<file path="src/lpa_defines.svh">
/*
 * Constants of the sleep-mode, polling-select and analog monitor
 * configuration block: register addresses, field positions, reset
 * values and channel-code ranges.
 * Assumes it is included by its bare name from the package and the module.
 */
`ifndef LPA_DEFINES_SVH
`define LPA_DEFINES_SVH

// ==========================================================================
// Channel counts and frame layout.
// ==========================================================================
`define LPA_PROG_CH 8
`define LPA_GND_CH 14
`define LPA_ALL_CH 22
`define LPA_FRAME_BITS 6'd32
`define LPA_DATA_BITS 24
`define LPA_ADDR_BITS 7
`define LPA_CODE_BITS 6

// ==========================================================================
// Register addresses (7-bit frame address field).
// ==========================================================================
`define LPA_ADDR_PROG_POLL 7'h16
`define LPA_ADDR_GND_POLL 7'h17
`define LPA_ADDR_SLEEP 7'h1C
`define LPA_ADDR_ANALOG 7'h1D

// ==========================================================================
// Field positions and values.
// ==========================================================================
`define LPA_ANALOG_SRC_BIT 6
`define LPA_SLEEP_PATTERN 24'h000000
`define LPA_REG_RESET 24'h000000
`define LPA_CODE_NONE 6'h00
`define LPA_CODE_GND_FIRST 6'h01
`define LPA_CODE_GND_LAST 6'h0E
`define LPA_CODE_PROG_FIRST 6'h0F
`define LPA_CODE_PROG_LAST 6'h16

`endif

</file>
<file path="src/lpa_pkg.sv">
/*
 * Types of the sleep-mode, polling-select and analog monitor block.
 * Assumes the defines header is on the include path.
 */
`include "lpa_defines.svh"

package lpa_pkg;

    // ======================================================================
    // Link phase, Gray coded along idle, shift, commit.
    // ======================================================================
    typedef enum logic [1:0] {
        LPA_IDLE = 2'b00,
        LPA_SHIFT = 2'b01,
        LPA_COMMIT = 2'b11
    } lpa_phase_t;

    // Received command frame, most significant bit first on the wire.
    typedef struct packed {
        logic [`LPA_ADDR_BITS-1:0] addr;
        logic wr;
        logic [`LPA_DATA_BITS-1:0] data;
    } lpa_frame_t;

    // Reply word: fault summary, event flag, register data.
    typedef struct packed {
        logic fault;
        logic event_flag;
        logic [`LPA_ALL_CH-1:0] data;
    } lpa_reply_t;

    // Software-visible configuration.
    typedef struct packed {
        logic [`LPA_PROG_CH-1:0] prog_poll;
        logic [`LPA_GND_CH-1:0] gnd_poll;
        logic analog_src;
        logic [`LPA_CODE_BITS-1:0] analog_code;
    } lpa_cfg_t;

    // Whole state of the block.
    typedef struct packed {
        logic [2:0] sclk_sync;
        logic [2:0] cs_sync;
        logic [1:0] mosi_sync;
        lpa_phase_t phase;
        logic [5:0] bit_cnt;
        lpa_frame_t rx;
        logic [31:0] tx;
        lpa_reply_t reply_next;
        lpa_cfg_t cfg;
        logic sleep;
        logic wake_pend;
        logic [`LPA_ALL_CH-1:0] route;
        logic [`LPA_ALL_CH-1:0] poll_wet;
        logic analog_wet;
        logic miso;
        logic miso_oe_n;
    } lpa_state_t;

endpackage

</file>
<file path="src/lpa_config.sv">
/*
 * Serial-link configuration block: per-channel sleep polling current
 * select, the sleep entry command and the analog monitor selector.
 * Assumes switch states, fault summary, event flag and wake request come
 * from logic on clk; the serial pins come from outside and are
 * synchronised here. Link is mode 0: clock idles low, data taken on the
 * rising edge, reply changes on the falling edge.
 */
// Functional notes
// - select 0 gives normal polling current.
// - select 1 gives wetting current when polling.
// - programmable select bits 7..0, reset zero.
// - ground select bits 13..0, reset zero.
// - only the sleep command enters sleep.
// - sleep keeps every configuration value.
// - sleep command: write, all data zero.
// - accepted sleep command starts sleep activities.
// - first reply after wake flags both set.
// - at most one of 22 inputs routed.
// - routed input reads zero in status.
// - analog select writable in normal mode.
// - code bits 5..0, source bit 6.
// - code 0 none, 1-14 ground, 15-22 programmable.
// - source bit 1 drives wetting current while an input is routed.
// - reply bit 23 fault, 22 event.
`timescale 1ns/10ps
`include "lpa_defines.svh"

module lpa_config
    import lpa_pkg::*;
(
    input wire logic clk,
    input wire logic reset,
    input wire logic spi_sclk,
    input wire logic spi_cs_n,
    input wire logic spi_mosi,
    output logic spi_miso,
    output logic spi_miso_oe_n,
    input wire logic [`LPA_ALL_CH-1:0] switch_state,
    input wire logic fault_summary,
    input wire logic event_flag,
    input wire logic wake_request,
    output logic sleep_mode,
    output logic [`LPA_ALL_CH-1:0] poll_use_wetting,
    output logic [`LPA_ALL_CH-1:0] analog_route,
    output logic [`LPA_CODE_BITS-1:0] analog_code,
    output logic analog_wet_drive
);

    // ======================================================================
    // State and helpers.
    // ======================================================================
    lpa_state_t st_reg;
    lpa_state_t st_next;
    logic sclk_rise;
    logic sclk_fall;
    logic cs_fall;
    logic cs_rise;
    logic frame_ok;
    logic sleep_cmd_ok;
    logic [`LPA_ALL_CH-1:0] masked_state;
    logic [31:0] tx_load;

    // Map an analog channel code onto a route vector; undefined codes route
    // nothing, so a bad write can never connect two inputs at once.
    function automatic logic [`LPA_ALL_CH-1:0] route_of(
        input logic [`LPA_CODE_BITS-1:0] code
    );
        logic [`LPA_ALL_CH-1:0] r;
        r = '0;
        for (int i = 0; i < `LPA_ALL_CH; i++) begin
            if (code == `LPA_CODE_BITS'(i + 1)) begin
                r[i] = 1'b1;
            end
        end
        return r;
    endfunction

    // ======================================================================
    // Next-state logic.
    // ======================================================================

    // Edges are found on the second and third synchroniser stages only.
    always_comb begin
        st_next = st_reg;
        st_next.sclk_sync = {st_reg.sclk_sync[1:0], spi_sclk};
        st_next.cs_sync = {st_reg.cs_sync[1:0], spi_cs_n};
        st_next.mosi_sync = {st_reg.mosi_sync[0], spi_mosi};
        sclk_rise = st_reg.sclk_sync[1] & ~st_reg.sclk_sync[2];
        sclk_fall = ~st_reg.sclk_sync[1] & st_reg.sclk_sync[2];
        cs_fall = ~st_reg.cs_sync[1] & st_reg.cs_sync[2];
        cs_rise = st_reg.cs_sync[1] & ~st_reg.cs_sync[2];
        // A short or long frame is dropped whole rather than half applied.
        frame_ok = (st_reg.phase == LPA_COMMIT) && (st_reg.bit_cnt == `LPA_FRAME_BITS);
        sleep_cmd_ok = frame_ok && st_reg.rx.wr && !st_reg.sleep
            && (st_reg.rx.addr == `LPA_ADDR_SLEEP)
            && (st_reg.rx.data == `LPA_SLEEP_PATTERN);
        masked_state = switch_state & ~st_reg.route;
        if (st_reg.wake_pend) begin
            tx_load = {8'h00, 1'b1, 1'b1, masked_state};
        end else begin
            tx_load = {8'h00, st_reg.reply_next};
        end

        case (st_reg.phase)
            LPA_IDLE: begin
                if (cs_fall) begin
                    st_next.phase = LPA_SHIFT;
                    st_next.bit_cnt = '0;
                    st_next.tx = tx_load;
                    st_next.miso = tx_load[31];
                    st_next.miso_oe_n = 1'b0;
                    st_next.wake_pend = 1'b0;
                end
            end
            LPA_SHIFT: begin
                if (cs_rise) begin
                    st_next.phase = LPA_COMMIT;
                    st_next.miso_oe_n = 1'b1;
                end else begin
                    // Bits beyond the 32nd still shift, but mark the frame bad.
                    if (sclk_rise) begin
                        st_next.rx = {st_reg.rx[30:0], st_reg.mosi_sync[1]};
                        if (st_reg.bit_cnt != 6'h3F) begin
                            st_next.bit_cnt = st_reg.bit_cnt + 6'h01;
                        end
                    end
                    if (sclk_fall && (st_reg.bit_cnt != 6'h00)) begin
                        st_next.tx = {st_reg.tx[30:0], 1'b0};
                        st_next.miso = st_reg.tx[30];
                    end
                end
            end
            LPA_COMMIT: begin
                st_next.phase = LPA_IDLE;
                // Writes are taken only in normal mode, so sleep never
                // disturbs what software programmed.
                if (frame_ok && st_reg.rx.wr && !st_reg.sleep) begin
                    case (st_reg.rx.addr)
                        `LPA_ADDR_PROG_POLL: begin
                            st_next.cfg.prog_poll = st_reg.rx.data[`LPA_PROG_CH-1:0];
                        end
                        `LPA_ADDR_GND_POLL: begin
                            st_next.cfg.gnd_poll = st_reg.rx.data[`LPA_GND_CH-1:0];
                        end
                        `LPA_ADDR_ANALOG: begin
                            st_next.cfg.analog_code = st_reg.rx.data[`LPA_CODE_BITS-1:0];
                            st_next.cfg.analog_src = st_reg.rx.data[`LPA_ANALOG_SRC_BIT];
                        end
                        default: begin
                        end
                    endcase
                end
                if (sleep_cmd_ok) begin
                    st_next.sleep = 1'b1;
                end
                // Reply for the next frame: flags on top, unused bits zero.
                st_next.reply_next.fault = fault_summary;
                st_next.reply_next.event_flag = event_flag;
                case (st_reg.rx.addr)
                    `LPA_ADDR_PROG_POLL: begin
                        st_next.reply_next.data = {14'h0000, st_next.cfg.prog_poll};
                    end
                    `LPA_ADDR_GND_POLL: begin
                        st_next.reply_next.data = {8'h00, st_next.cfg.gnd_poll};
                    end
                    `LPA_ADDR_ANALOG: begin
                        st_next.reply_next.data = {15'h0000, st_next.cfg.analog_src,
                            st_next.cfg.analog_code};
                    end
                    default: begin
                        st_next.reply_next.data = masked_state;
                    end
                endcase
                // The sleep command carries no meaningful reply.
                if (st_reg.rx.wr && (st_reg.rx.addr == `LPA_ADDR_SLEEP)) begin
                    st_next.reply_next = '0;
                end
                if (!frame_ok) begin
                    st_next.reply_next = st_reg.reply_next;
                end
            end
            default: begin
                st_next.phase = LPA_IDLE;
                st_next.miso_oe_n = 1'b1;
            end
        endcase

        // Wake is handled last so a wake in the same cycle as a frame start
        // still flags the following frame: the set wins over the clear.
        if (wake_request && st_reg.sleep) begin
            st_next.sleep = 1'b0;
            st_next.wake_pend = 1'b1;
        end

        // Derived outputs, all registered.
        st_next.route = route_of(st_next.cfg.analog_code);
        st_next.poll_wet = {st_next.cfg.prog_poll, st_next.cfg.gnd_poll};
        st_next.analog_wet = st_next.cfg.analog_src && (st_next.route != '0);
    end

    // ======================================================================
    // State register.
    // ======================================================================

    // Chip-select stages reset high so release never looks like a frame start.
    always_ff @(posedge clk) begin
        if (reset) begin
            st_reg <= '0;
            st_reg.cs_sync <= 3'h7;
            st_reg.miso_oe_n <= 1'b1;
            st_reg.phase <= LPA_IDLE;
        end else begin
            st_reg <= st_next;
        end
    end

    // ======================================================================
    // Outputs, each straight from the state register.
    // ======================================================================
    assign spi_miso = st_reg.miso;
    assign spi_miso_oe_n = st_reg.miso_oe_n;
    assign sleep_mode = st_reg.sleep;
    assign poll_use_wetting = st_reg.poll_wet;
    assign analog_route = st_reg.route;
    assign analog_code = st_reg.cfg.analog_code;
    assign analog_wet_drive = st_reg.analog_wet;
endmodule

</file>
<file path="config.mk">
export PLATFORM = sky130hd
export DESIGN_NAME = lpa_config
export DESIGN_NICKNAME = d
export VERILOG_FILES = /design/src/lpa_pkg.sv /design/src/lpa_config.sv
export VERILOG_INCLUDE_DIRS = /design/src
export SDC_FILE = /design/constraint.sdc
export NUM_CORES = 1
export LEC_CHECK = 0
export BUFFER_PORTS_ARGS = -buffer_cell sky130_fd_sc_hd__buf_2
export CAP_MARGIN = 20
export CORE_MARGIN = 1.5
export CORE_UTILIZATION = 50
export DETAILED_ROUTE_END_ITERATION = 12
export PLACE_DENSITY = 0.71
export SLEW_MARGIN = 15
export SYNTH_ARGS = -nofsm -noshare
export SYNTH_HDL_FRONTEND = slang
export SYNTH_SLANG_ARGS = --single-unit
</file>
<file path="constraint.sdc">
create_clock -name clk -period 4 [get_ports clk]
set_input_delay 0.2 -clock clk [delete_from_list [all_inputs] [get_ports clk]]
set_output_delay 0.2 -clock clk [all_outputs]
set_load 0.02 [all_outputs]
</file>
==> results of run 1 <==
[area by class of cell]
type                            instances  area [µm²]  share of cell area (%)
Clock inverter                         13         209                    2.69
Sequential cell                       159        3180                    41.0
Tap cell                              176         220                    2.84
Inverter                                6        22.5                   0.290
Clock buffer                           19         443                    5.71
Timing Repair Buffer                   95         515                    6.64
Multi-Input combinational cell        546        3170                    40.8
[cell usage after synthesis, types with 3 or more instances]
library cell	instances
sky130_fd_sc_hd__nor2_1	96
sky130_fd_sc_hd__nand3_1	19
sky130_fd_sc_hd__dfxtp_1	159
sky130_fd_sc_hd__a21oi_1	81
sky130_fd_sc_hd__a211oi_1	27
sky130_fd_sc_hd__nand2_1	93
sky130_fd_sc_hd__inv_1	6
sky130_fd_sc_hd__buf_4	51
sky130_fd_sc_hd__mux2_2	4
sky130_fd_sc_hd__nor4_1	18
sky130_fd_sc_hd__nor2b_1	30
sky130_fd_sc_hd__nand3b_1	4
sky130_fd_sc_hd__nor3_2	3
sky130_fd_sc_hd__and3_1	3
sky130_fd_sc_hd__nand4_1	7
sky130_fd_sc_hd__clkbuf_1	44
sky130_fd_sc_hd__or2_2	3
sky130_fd_sc_hd__and2_1	6
sky130_fd_sc_hd__mux2i_1	44
sky130_fd_sc_hd__o21ai_0	21
sky130_fd_sc_hd__nand2b_1	15
sky130_fd_sc_hd__a22o_1	11
sky130_fd_sc_hd__nor3_1	13
sky130_fd_sc_hd__a22oi_1	22
sky130_fd_sc_hd__xor2_1	4
[placed cells by master (no fill, tap or decap), types with 17 or more instances in the layout]
cell type | netlist | routed
sky130_fd_sc_hd__nand3_1 | 19 | 19
sky130_fd_sc_hd__nor2_1 | 96 | 96
sky130_fd_sc_hd__buf_2 | 2 | 82
sky130_fd_sc_hd__nand2_1 | 93 | 93
sky130_fd_sc_hd__nor2b_1 | 30 | 30
sky130_fd_sc_hd__dfxtp_1 | 159 | 159
sky130_fd_sc_hd__clkbuf_16 | 0 | 17
sky130_fd_sc_hd__a22oi_1 | 22 | 21
sky130_fd_sc_hd__mux2i_1 | 44 | 44
sky130_fd_sc_hd__a211oi_1 | 27 | 27
sky130_fd_sc_hd__a21oi_1 | 81 | 81
sky130_fd_sc_hd__nor4_1 | 18 | 18
sky130_fd_sc_hd__o21ai_0 | 21 | 21
[logic make-up (layout without fill, tap and decap cells)]
family | Yosys count | after routing | share of synthesized area [%]
AO/OA/AOI/OAI | 171 | 171 | 15.1
XOR/XNOR | 4 | 4 | 0.505
flip-flops | 159 | 159 | 45.9
buffers and inverters | 106 | 133 | 8.63
AND/OR/NAND/NOR | 321 | 321 | 22.6
adder cells (fa/ha/maj) | 2 | 2 | 0.360
multiplexers | 48 | 48 | 6.99
[metal layers]
metal	track usage (%)	up-vias	share of wire [%]
met1	30.9	2760	44
met2	40.4	164	50
met3	4.91	21	4.9
li1	-	2799	-
met5	0	-	0
met4	6.40	0	1.1
[path summary, 6_finish.rpt]
| kind | startpoint | to | slack (ns) |
|---|---|---|---|
| worst max-delay path | st_reg[167]$_SDFFE_PP0P_ | analog_route[14]$_SDFF_PP0_ | 0.62 |
| worst min-delay path | event_flag | st_reg[100]$_SDFFE_PP0P_ | 0.04 |
| worst max register to register | st_reg[167]$_SDFFE_PP0P_ | analog_route[14]$_SDFF_PP0_ | 0.62 |
| worst min register to register | st_next[177]$_SDFF_PP1_ | st_next[178]$_SDFF_PP1_ | 0.42 |
[where the power goes]
group          switching [mW]  leakage, nW  internal, mW
logic                  0.0829         1.27        0.0457
clock network           0.651        0.322          1.13
registers              0.0139         1.29          1.61
total                   0.747         2.88          2.78
[per-stage QoR]
stage | power (mW) | util, % | worst slack (ns)
2_1_floorplan | 1.74 | - | 1.72
3_3_place_gp | 1.78 | 52.8 | 1.03
3_5_place_dp | 1.78 | 52.8 | 0.735
4_1_cts | 3.55 | 57.9 | 0.662
5_1_grt | 3.63 | 57.9 | 0.377
6_report | 3.53 | 57.9 | 0.615
[what timing repair did]
item | in CTS | in global routing
endpoints found under the setup margin | 0 | 0
hold buffers | 3 | 0
hold endpoints to repair | 3 | 0
[worst min-delay path, cell delays in order]
cell and delay [ns]:
sky130_fd_sc_hd__buf_2 0.09, sky130_fd_sc_hd__a22oi_1 0.06, sky130_fd_sc_hd__nor2_1 0.08
==> metrics.md, run 1 <==
| Metric | Value |
|---|---|
| Outcome | `finished, final reports clean` |
| Number of enable flip-flop cells after synthesis | `0` |
| DIE AREA | `14600 µm²` |
| R2r worst-path depth | `9` |
| Worst hold path type | `in -> reg` |
| Required time of the critical path | `4.31 ns` |
| DR WL/cell | `16.7 µm` |
| Peak supply drop | `0.000371 V` |
| Setup TNS after final layout | `0 ns` |
| RSZ-0062 raised after global routing | `false` |
| Buffer and inverter count on the worst path | `2` |
| Global route overflow | `0` |
| Number of I/O port buffers | `83` |
| Starting DRT DRC Count | `479` |
| Max-Slew Margin vs Limit | `40.0%` |
| Die outline width | `121 µm` |
| Final weighted congestion of routability-driven global placement | `0.922` |
| CP top delay family | `simple AND/OR/NAND/NOR gates` |
| Synthesized instance count | `811` |
| Proportion of layout cells with a drive suffix above 1 | `16.7%` |
| Ys flop type | `sky130_fd_sc_hd__dfxtp_1` |
| Total iterations of the first detailed-routing run | `5` |
| Master of the slowest instance on the critical path | `sky130_fd_sc_hd__mux2i_1` |
| Async set or reset register ratio after synthesis | `0%` |
| Final hold viol count | `0` |
| Ordered list of cells on the worst path | `inv_1 -> ha_1 -> nor4b_4 -> nand4b_2 -> buf_4 -> nor2_2 -> mux2i_1 -> nand4_1 -> nor4_1` |
| Number of buffers added by the clock tree synthesis step | `17` |
| Fraction of the yosys area taken by sequential cells | `45.9%` |
| Mean Syn Cell Area | `8.56 µm²` |
| Number of flip-flops under the largest register name | `121` |
| Post-synth top area share | `45.9%` |
| Max Freq | `295 MHz` |
| Critical path type | `reg -> reg` |
| Peak per-stage delay on the critical path | `0.80 ns` |
| Maximum number of pins on one net before global-route repair | `77` |
| Post-route non-filler standard cell count | `1014` |
| Clock tree from TritonCTS | `built` |
| Synth Register Bits | `159` |
| Total length of routed wires | `17000 µm` |
| Final Instance Area | `7760 µm²` |
| Kind of start point of the critical path | `flop` |
| Overall fraction of global-route tracks in use | `23.8%` |
| Detailed-route via count | `5744` |
| Placement Rows | `42` |
| Post-route minimum period | `3.38 ns` |
| Number of clock sinks seen by CTS | `159` |
| Final number of max-transition violations | `0` |
| Number of setup violations in the final report | `0` |
| Cell count after placement | `979` |
| Smallest hold slack | `0.0365 ns` |
| Post-Synthesis Net Count | `843` |
| CTS root buf | `sky130_fd_sc_hd__clkbuf_16` |
| Unique masters post-synth | `47` |
| Post-synthesis cell area | `6940 µm²` |
| H-tree levels | `4` |
| Initial Util | `51.8%` |
| IO Pins | `84` |
| Post-detailed-route via-to-cell ratio | `5.66` |
| Actual transition at the worst max-transition pin | `0.875 ns` |
| Number of nets in the finished design | `857` |
| Max Root-Sink Buffers | `2` |
| Nature of the critical path endpoint | `flop` |
| Wire length of the first global-routing pass | `27300 µm` |
| Crit Path Max Fanout | `21` |
| Total of fill cells in the finished design | `1212` |
| Dominant cells by area after synthesis | `sky130_fd_sc_hd__dfxtp_1 (46%), sky130_fd_sc_hd__mux2i_1 (6.3%), sky130_fd_sc_hd__a21oi_1 (5.8%)` |
| Residual DRC | `0` |
| Count of yosys warnings during synthesis | `0` |
| Area Overhead vs Synth | `11.8%` |
| Floorplan core area | `13400 µm²` |
| Worst clock skew | `0.00760 ns` |
| Clock latency reported for the late side of the worst-skew pair | `0.42 ns` |
| Vias in the first global route | `5353` |
| Floorplan die height | `121 µm` |
| CP Depth | `9` |
| Number of buffers inserted by post-CTS setup repair | `0` |
| Power density over the cells | `455 nW/µm²` |
| Static Leakage | `2.88 nW` |
| Signal arrival time at the worst endpoint | `3.69 ns` |
| Number of inserted diodes | `0` |
| Final period util | `84.6%` |
| Worst hold stages | `3` |
| Post-DP Area | `7080 µm²` |
| Count of cells resized by post-cts repair | `0` |
| Antenna violations before repair | `0` |
| Final antenna-violating net count | `0` |
| HPWL after DPL | `11700 µm` |
| Area leader, netlist | `sky130_fd_sc_hd__dfxtp_1` |
| Clock slew at reported path FFs | `0.06 ns` |
| Number of max-capacitance violations reported | `0` |
Power figures use the tool's default switching activity.
==> inputs of run 2 (changes only) <==
Settings changed: PLACE_DENSITY 0.71 to 0.74.
Clock period 4 ns to 2.9 ns, I/O delays scaled along.
==> run 2 against run 1 <==
Effect of this change: clock power grew 28%; combinational power grew 43%; worst hold slack better by 0.0086 ns; sequential power rose by 38%; sequential share of layout area decreased by 0.48 points; critical endpoint is now analog_route[12]$_SDFF_PP0_; highest routed layer unchanged.
==> metrics.md, run 2 (same netlist as run 1, synthesis figures left out) <==
| Metric | Value |
|---|---|
| Final Instance Area | `7850 µm² (+1.2%)` |
| Vias in the first global route | `5192 (-3.0%)` |
| IO Pins | `84 (unchanged)` |
| Total of fill cells in the finished design | `1177 (-2.9%)` |
| Floorplan core area | `13400 µm² (unchanged)` |
| Nature of the critical path endpoint | `flop` |
| Critical path type | `reg -> reg` |
| Residual DRC | `0 (unchanged)` |
| Overall fraction of global-route tracks in use | `23.7% (-0.10 points)` |
| Count of cells resized by post-cts repair | `0 (unchanged)` |
| Worst hold path type | `in -> reg` |
| RSZ-0062 raised after global routing | `false` |
| Smallest hold slack | `0.0451 ns (+0.00864 ns)` |
| Number of I/O port buffers | `83 (unchanged)` |
| Global route overflow | `0 (unchanged)` |
| Number of buffers added by the clock tree synthesis step | `17 (unchanged)` |
| Post-detailed-route via-to-cell ratio | `5.48 (-3.3%)` |
| Final hold viol count | `0 (unchanged)` |
| Number of nets in the finished design | `873 (+1.9%)` |
| Highest-count cells in the layout ignoring fill and taps | `sky130_fd_sc_hd__dfxtp_1 (159), sky130_fd_sc_hd__nor2_1 (96), sky130_fd_sc_hd__nand2_1 (93)` |
| Detailed-route via count | `5641 (-1.8%)` |
| HPWL after DPL | `11600 µm (-0.98%)` |
| Max Freq | `386 MHz (+31%)` |
| Starting DRT DRC Count | `466 (-2.7%)` |
| Number of buffers inserted by post-CTS setup repair | `0 (unchanged)` |
| Clock slew at reported path FFs | `0.06 ns (about the same)` |
| Post-DP Area | `7190 µm² (+1.7%)` |
| Setup TNS after final layout | `0 ns (unchanged)` |
| Signal arrival time at the worst endpoint | `2.91 ns (-0.78 ns)` |
| Placement Rows | `42 (unchanged)` |
| Crit Path Max Fanout | `7 (-67%)` |
| Clock latency reported for the late side of the worst-skew pair | `0.43 ns (about the same)` |
| Number of flip-flops under the largest register name | `121 (unchanged)` |
| Final number of max-transition violations | `0 (unchanged)` |
| Final antenna-violating net count | `0 (unchanged)` |
| DR WL/cell | `16.3 µm (-2.3%)` |
| Most common library cell in the layout ignoring fill and taps | `sky130_fd_sc_hd__dfxtp_1` |
| Worst Setup Slack post-DPL | `0.453 ns (-0.283 ns)` |
| Total length of routed wires | `16800 µm (-0.76%)` |
| Die outline width | `121 µm (unchanged)` |
| Floorplan die height | `121 µm (unchanged)` |
| Area taken by flip-flops and latches | `3180 µm² (unchanged)` |
| Clock tree from TritonCTS | `built` |
| Worst clock skew | `0.00702 ns (-0.000582 ns)` |
| Total iterations of the first detailed-routing run | `5 (unchanged)` |
| Number of setup violations in the final report | `0 (unchanged)` |
| Final period util | `89.4% (+4.7 points)` |
| Initial Util | `51.8% (unchanged)` |
| CTS root buf | `sky130_fd_sc_hd__clkbuf_16` |
| Number of clock sinks seen by CTS | `159 (unchanged)` |
| Maximum number of pins on one net before global-route repair | `48 (-38%)` |
| Multi-input gate area in the final layout | `3160 µm² (about the same)` |
| Kind of start point of the critical path | `flop` |
| Max-Slew Margin vs Limit | `46.3% (+6.3 points)` |
| Wire length of the first global-routing pass | `27000 µm (-1.3%)` |
| Max Root-Sink Buffers | `2 (unchanged)` |
| Outcome | `finished, final reports clean` |
| Area Overhead vs Synth | `13.1%` |
| Required time of the critical path | `3.22 ns (-1.09 ns)` |
| Post-route minimum period | `2.59 ns (-0.794 ns)` |
| Peak supply drop | `0.000421 V (+14%)` |
| Number of max-capacitance violations reported | `0 (unchanged)` |
| Power density over the cells | `599 nW/µm² (+32%)` |
| Actual transition at the worst max-transition pin | `0.801 ns (-0.0743 ns)` |
| Static Leakage | `2.93 nW (+1.8%)` |
| Number of inserted diodes | `0 (unchanged)` |
| Slack of the critical path | `0.309 ns (-0.306 ns)` |
| Antenna violations before repair | `0 (unchanged)` |
| Proportion of layout cells with a drive suffix above 1 | `17.9% (+1.2 points)` |
| Final weighted congestion of routability-driven global placement | `0.932 (+1.1%)` |
| H-tree levels | `4 (unchanged)` |
| DIE AREA | `14600 µm² (unchanged)` |
## run 2: cell types whose count changed in the layout (fill, tap and decap cells not counted), sizes merged
cell / change
clkbuf: +2
buf: +14
bufinv: -2
dlygate4sd3: +2
clkinv: -1
inv: -2
clkinvlp: +3
## run 2: through the flow
stage / util (%) / power, mW / instances
6_report: 58.6 / 4.70 / 1030
3_3_place_gp: 53.7 / 2.46 / 993
3_5_place_dp: 53.7 / 2.46 / 993
2_1_floorplan: - / 2.40 / 811
5_1_grt: 58.6 / 4.84 / 1030
4_1_cts: 58.6 / 4.71 / 1030
## run 2: timing repair
| action | 4_1_cts | 5_1_grt |
|---|---|---|
| hold buffers | 5 | 0 |
| setup endpoints to repair | 0 | 0 |
| endpoints found under the hold margin | 5 | 0 |
## run 2: path summary, 6_finish.rpt
check                           startpoint                          end  slack (ns)  cells after the start
hold reg to reg    st_next[177]$_SDFF_PP1_      st_next[178]$_SDFF_PP1_        0.41                      1
setup / recovery  st_reg[162]$_SDFFE_PP0P_  analog_route[12]$_SDFF_PP0_        0.31                      7
setup reg to reg  st_reg[162]$_SDFFE_PP0P_  analog_route[12]$_SDFF_PP0_        0.31                      7
hold / removal                wake_request      st_reg[47]$_SDFFE_PP0P_        0.05                      3
## run 2: layer usage
layer | part of all wire [%] | wire length, µm | global-route usage, % | vias to the layer above
met5 | 0 | 0 | 0 | -
met4 | 2.0 | 343 | 9.56 | 0
met3 | 5.0 | 834 | 4.25 | 31
met2 | 46 | 7790 | 36.8 | 156
met1 | 47 | 7870 | 32.7 | 2623
li1 | - | - | - | 2831
## run 2: cell type report
cell class | instances | area share [%]
clock inverter | 11 | 1.75
timing repair buffer | 111 | 8.32
clock buffer | 21 | 5.99
tap | 176 | 2.80
sequential | 159 | 40.5
inverter | 6 | 0.287
multi-input combinational | 546 | 40.3
## run 2: power breakdown
group          switching [mW]  internal (mW)
sequential             0.0184           2.22
clock                   0.868           1.41
combinational           0.115         0.0696
total                    1.00           3.70
## run 2: critical path, stage by stage (launching register included)
cell	delay (ns)
sky130_fd_sc_hd__dfxtp_1	0.40
sky130_fd_sc_hd__nor2b_1	0.34
sky130_fd_sc_hd__nand3_1	0.28
sky130_fd_sc_hd__nor2_2	0.30
sky130_fd_sc_hd__mux2i_1	0.49
sky130_fd_sc_hd__buf_4	0.23
sky130_fd_sc_hd__nand4_1	0.19
sky130_fd_sc_hd__nor4_1	0.26
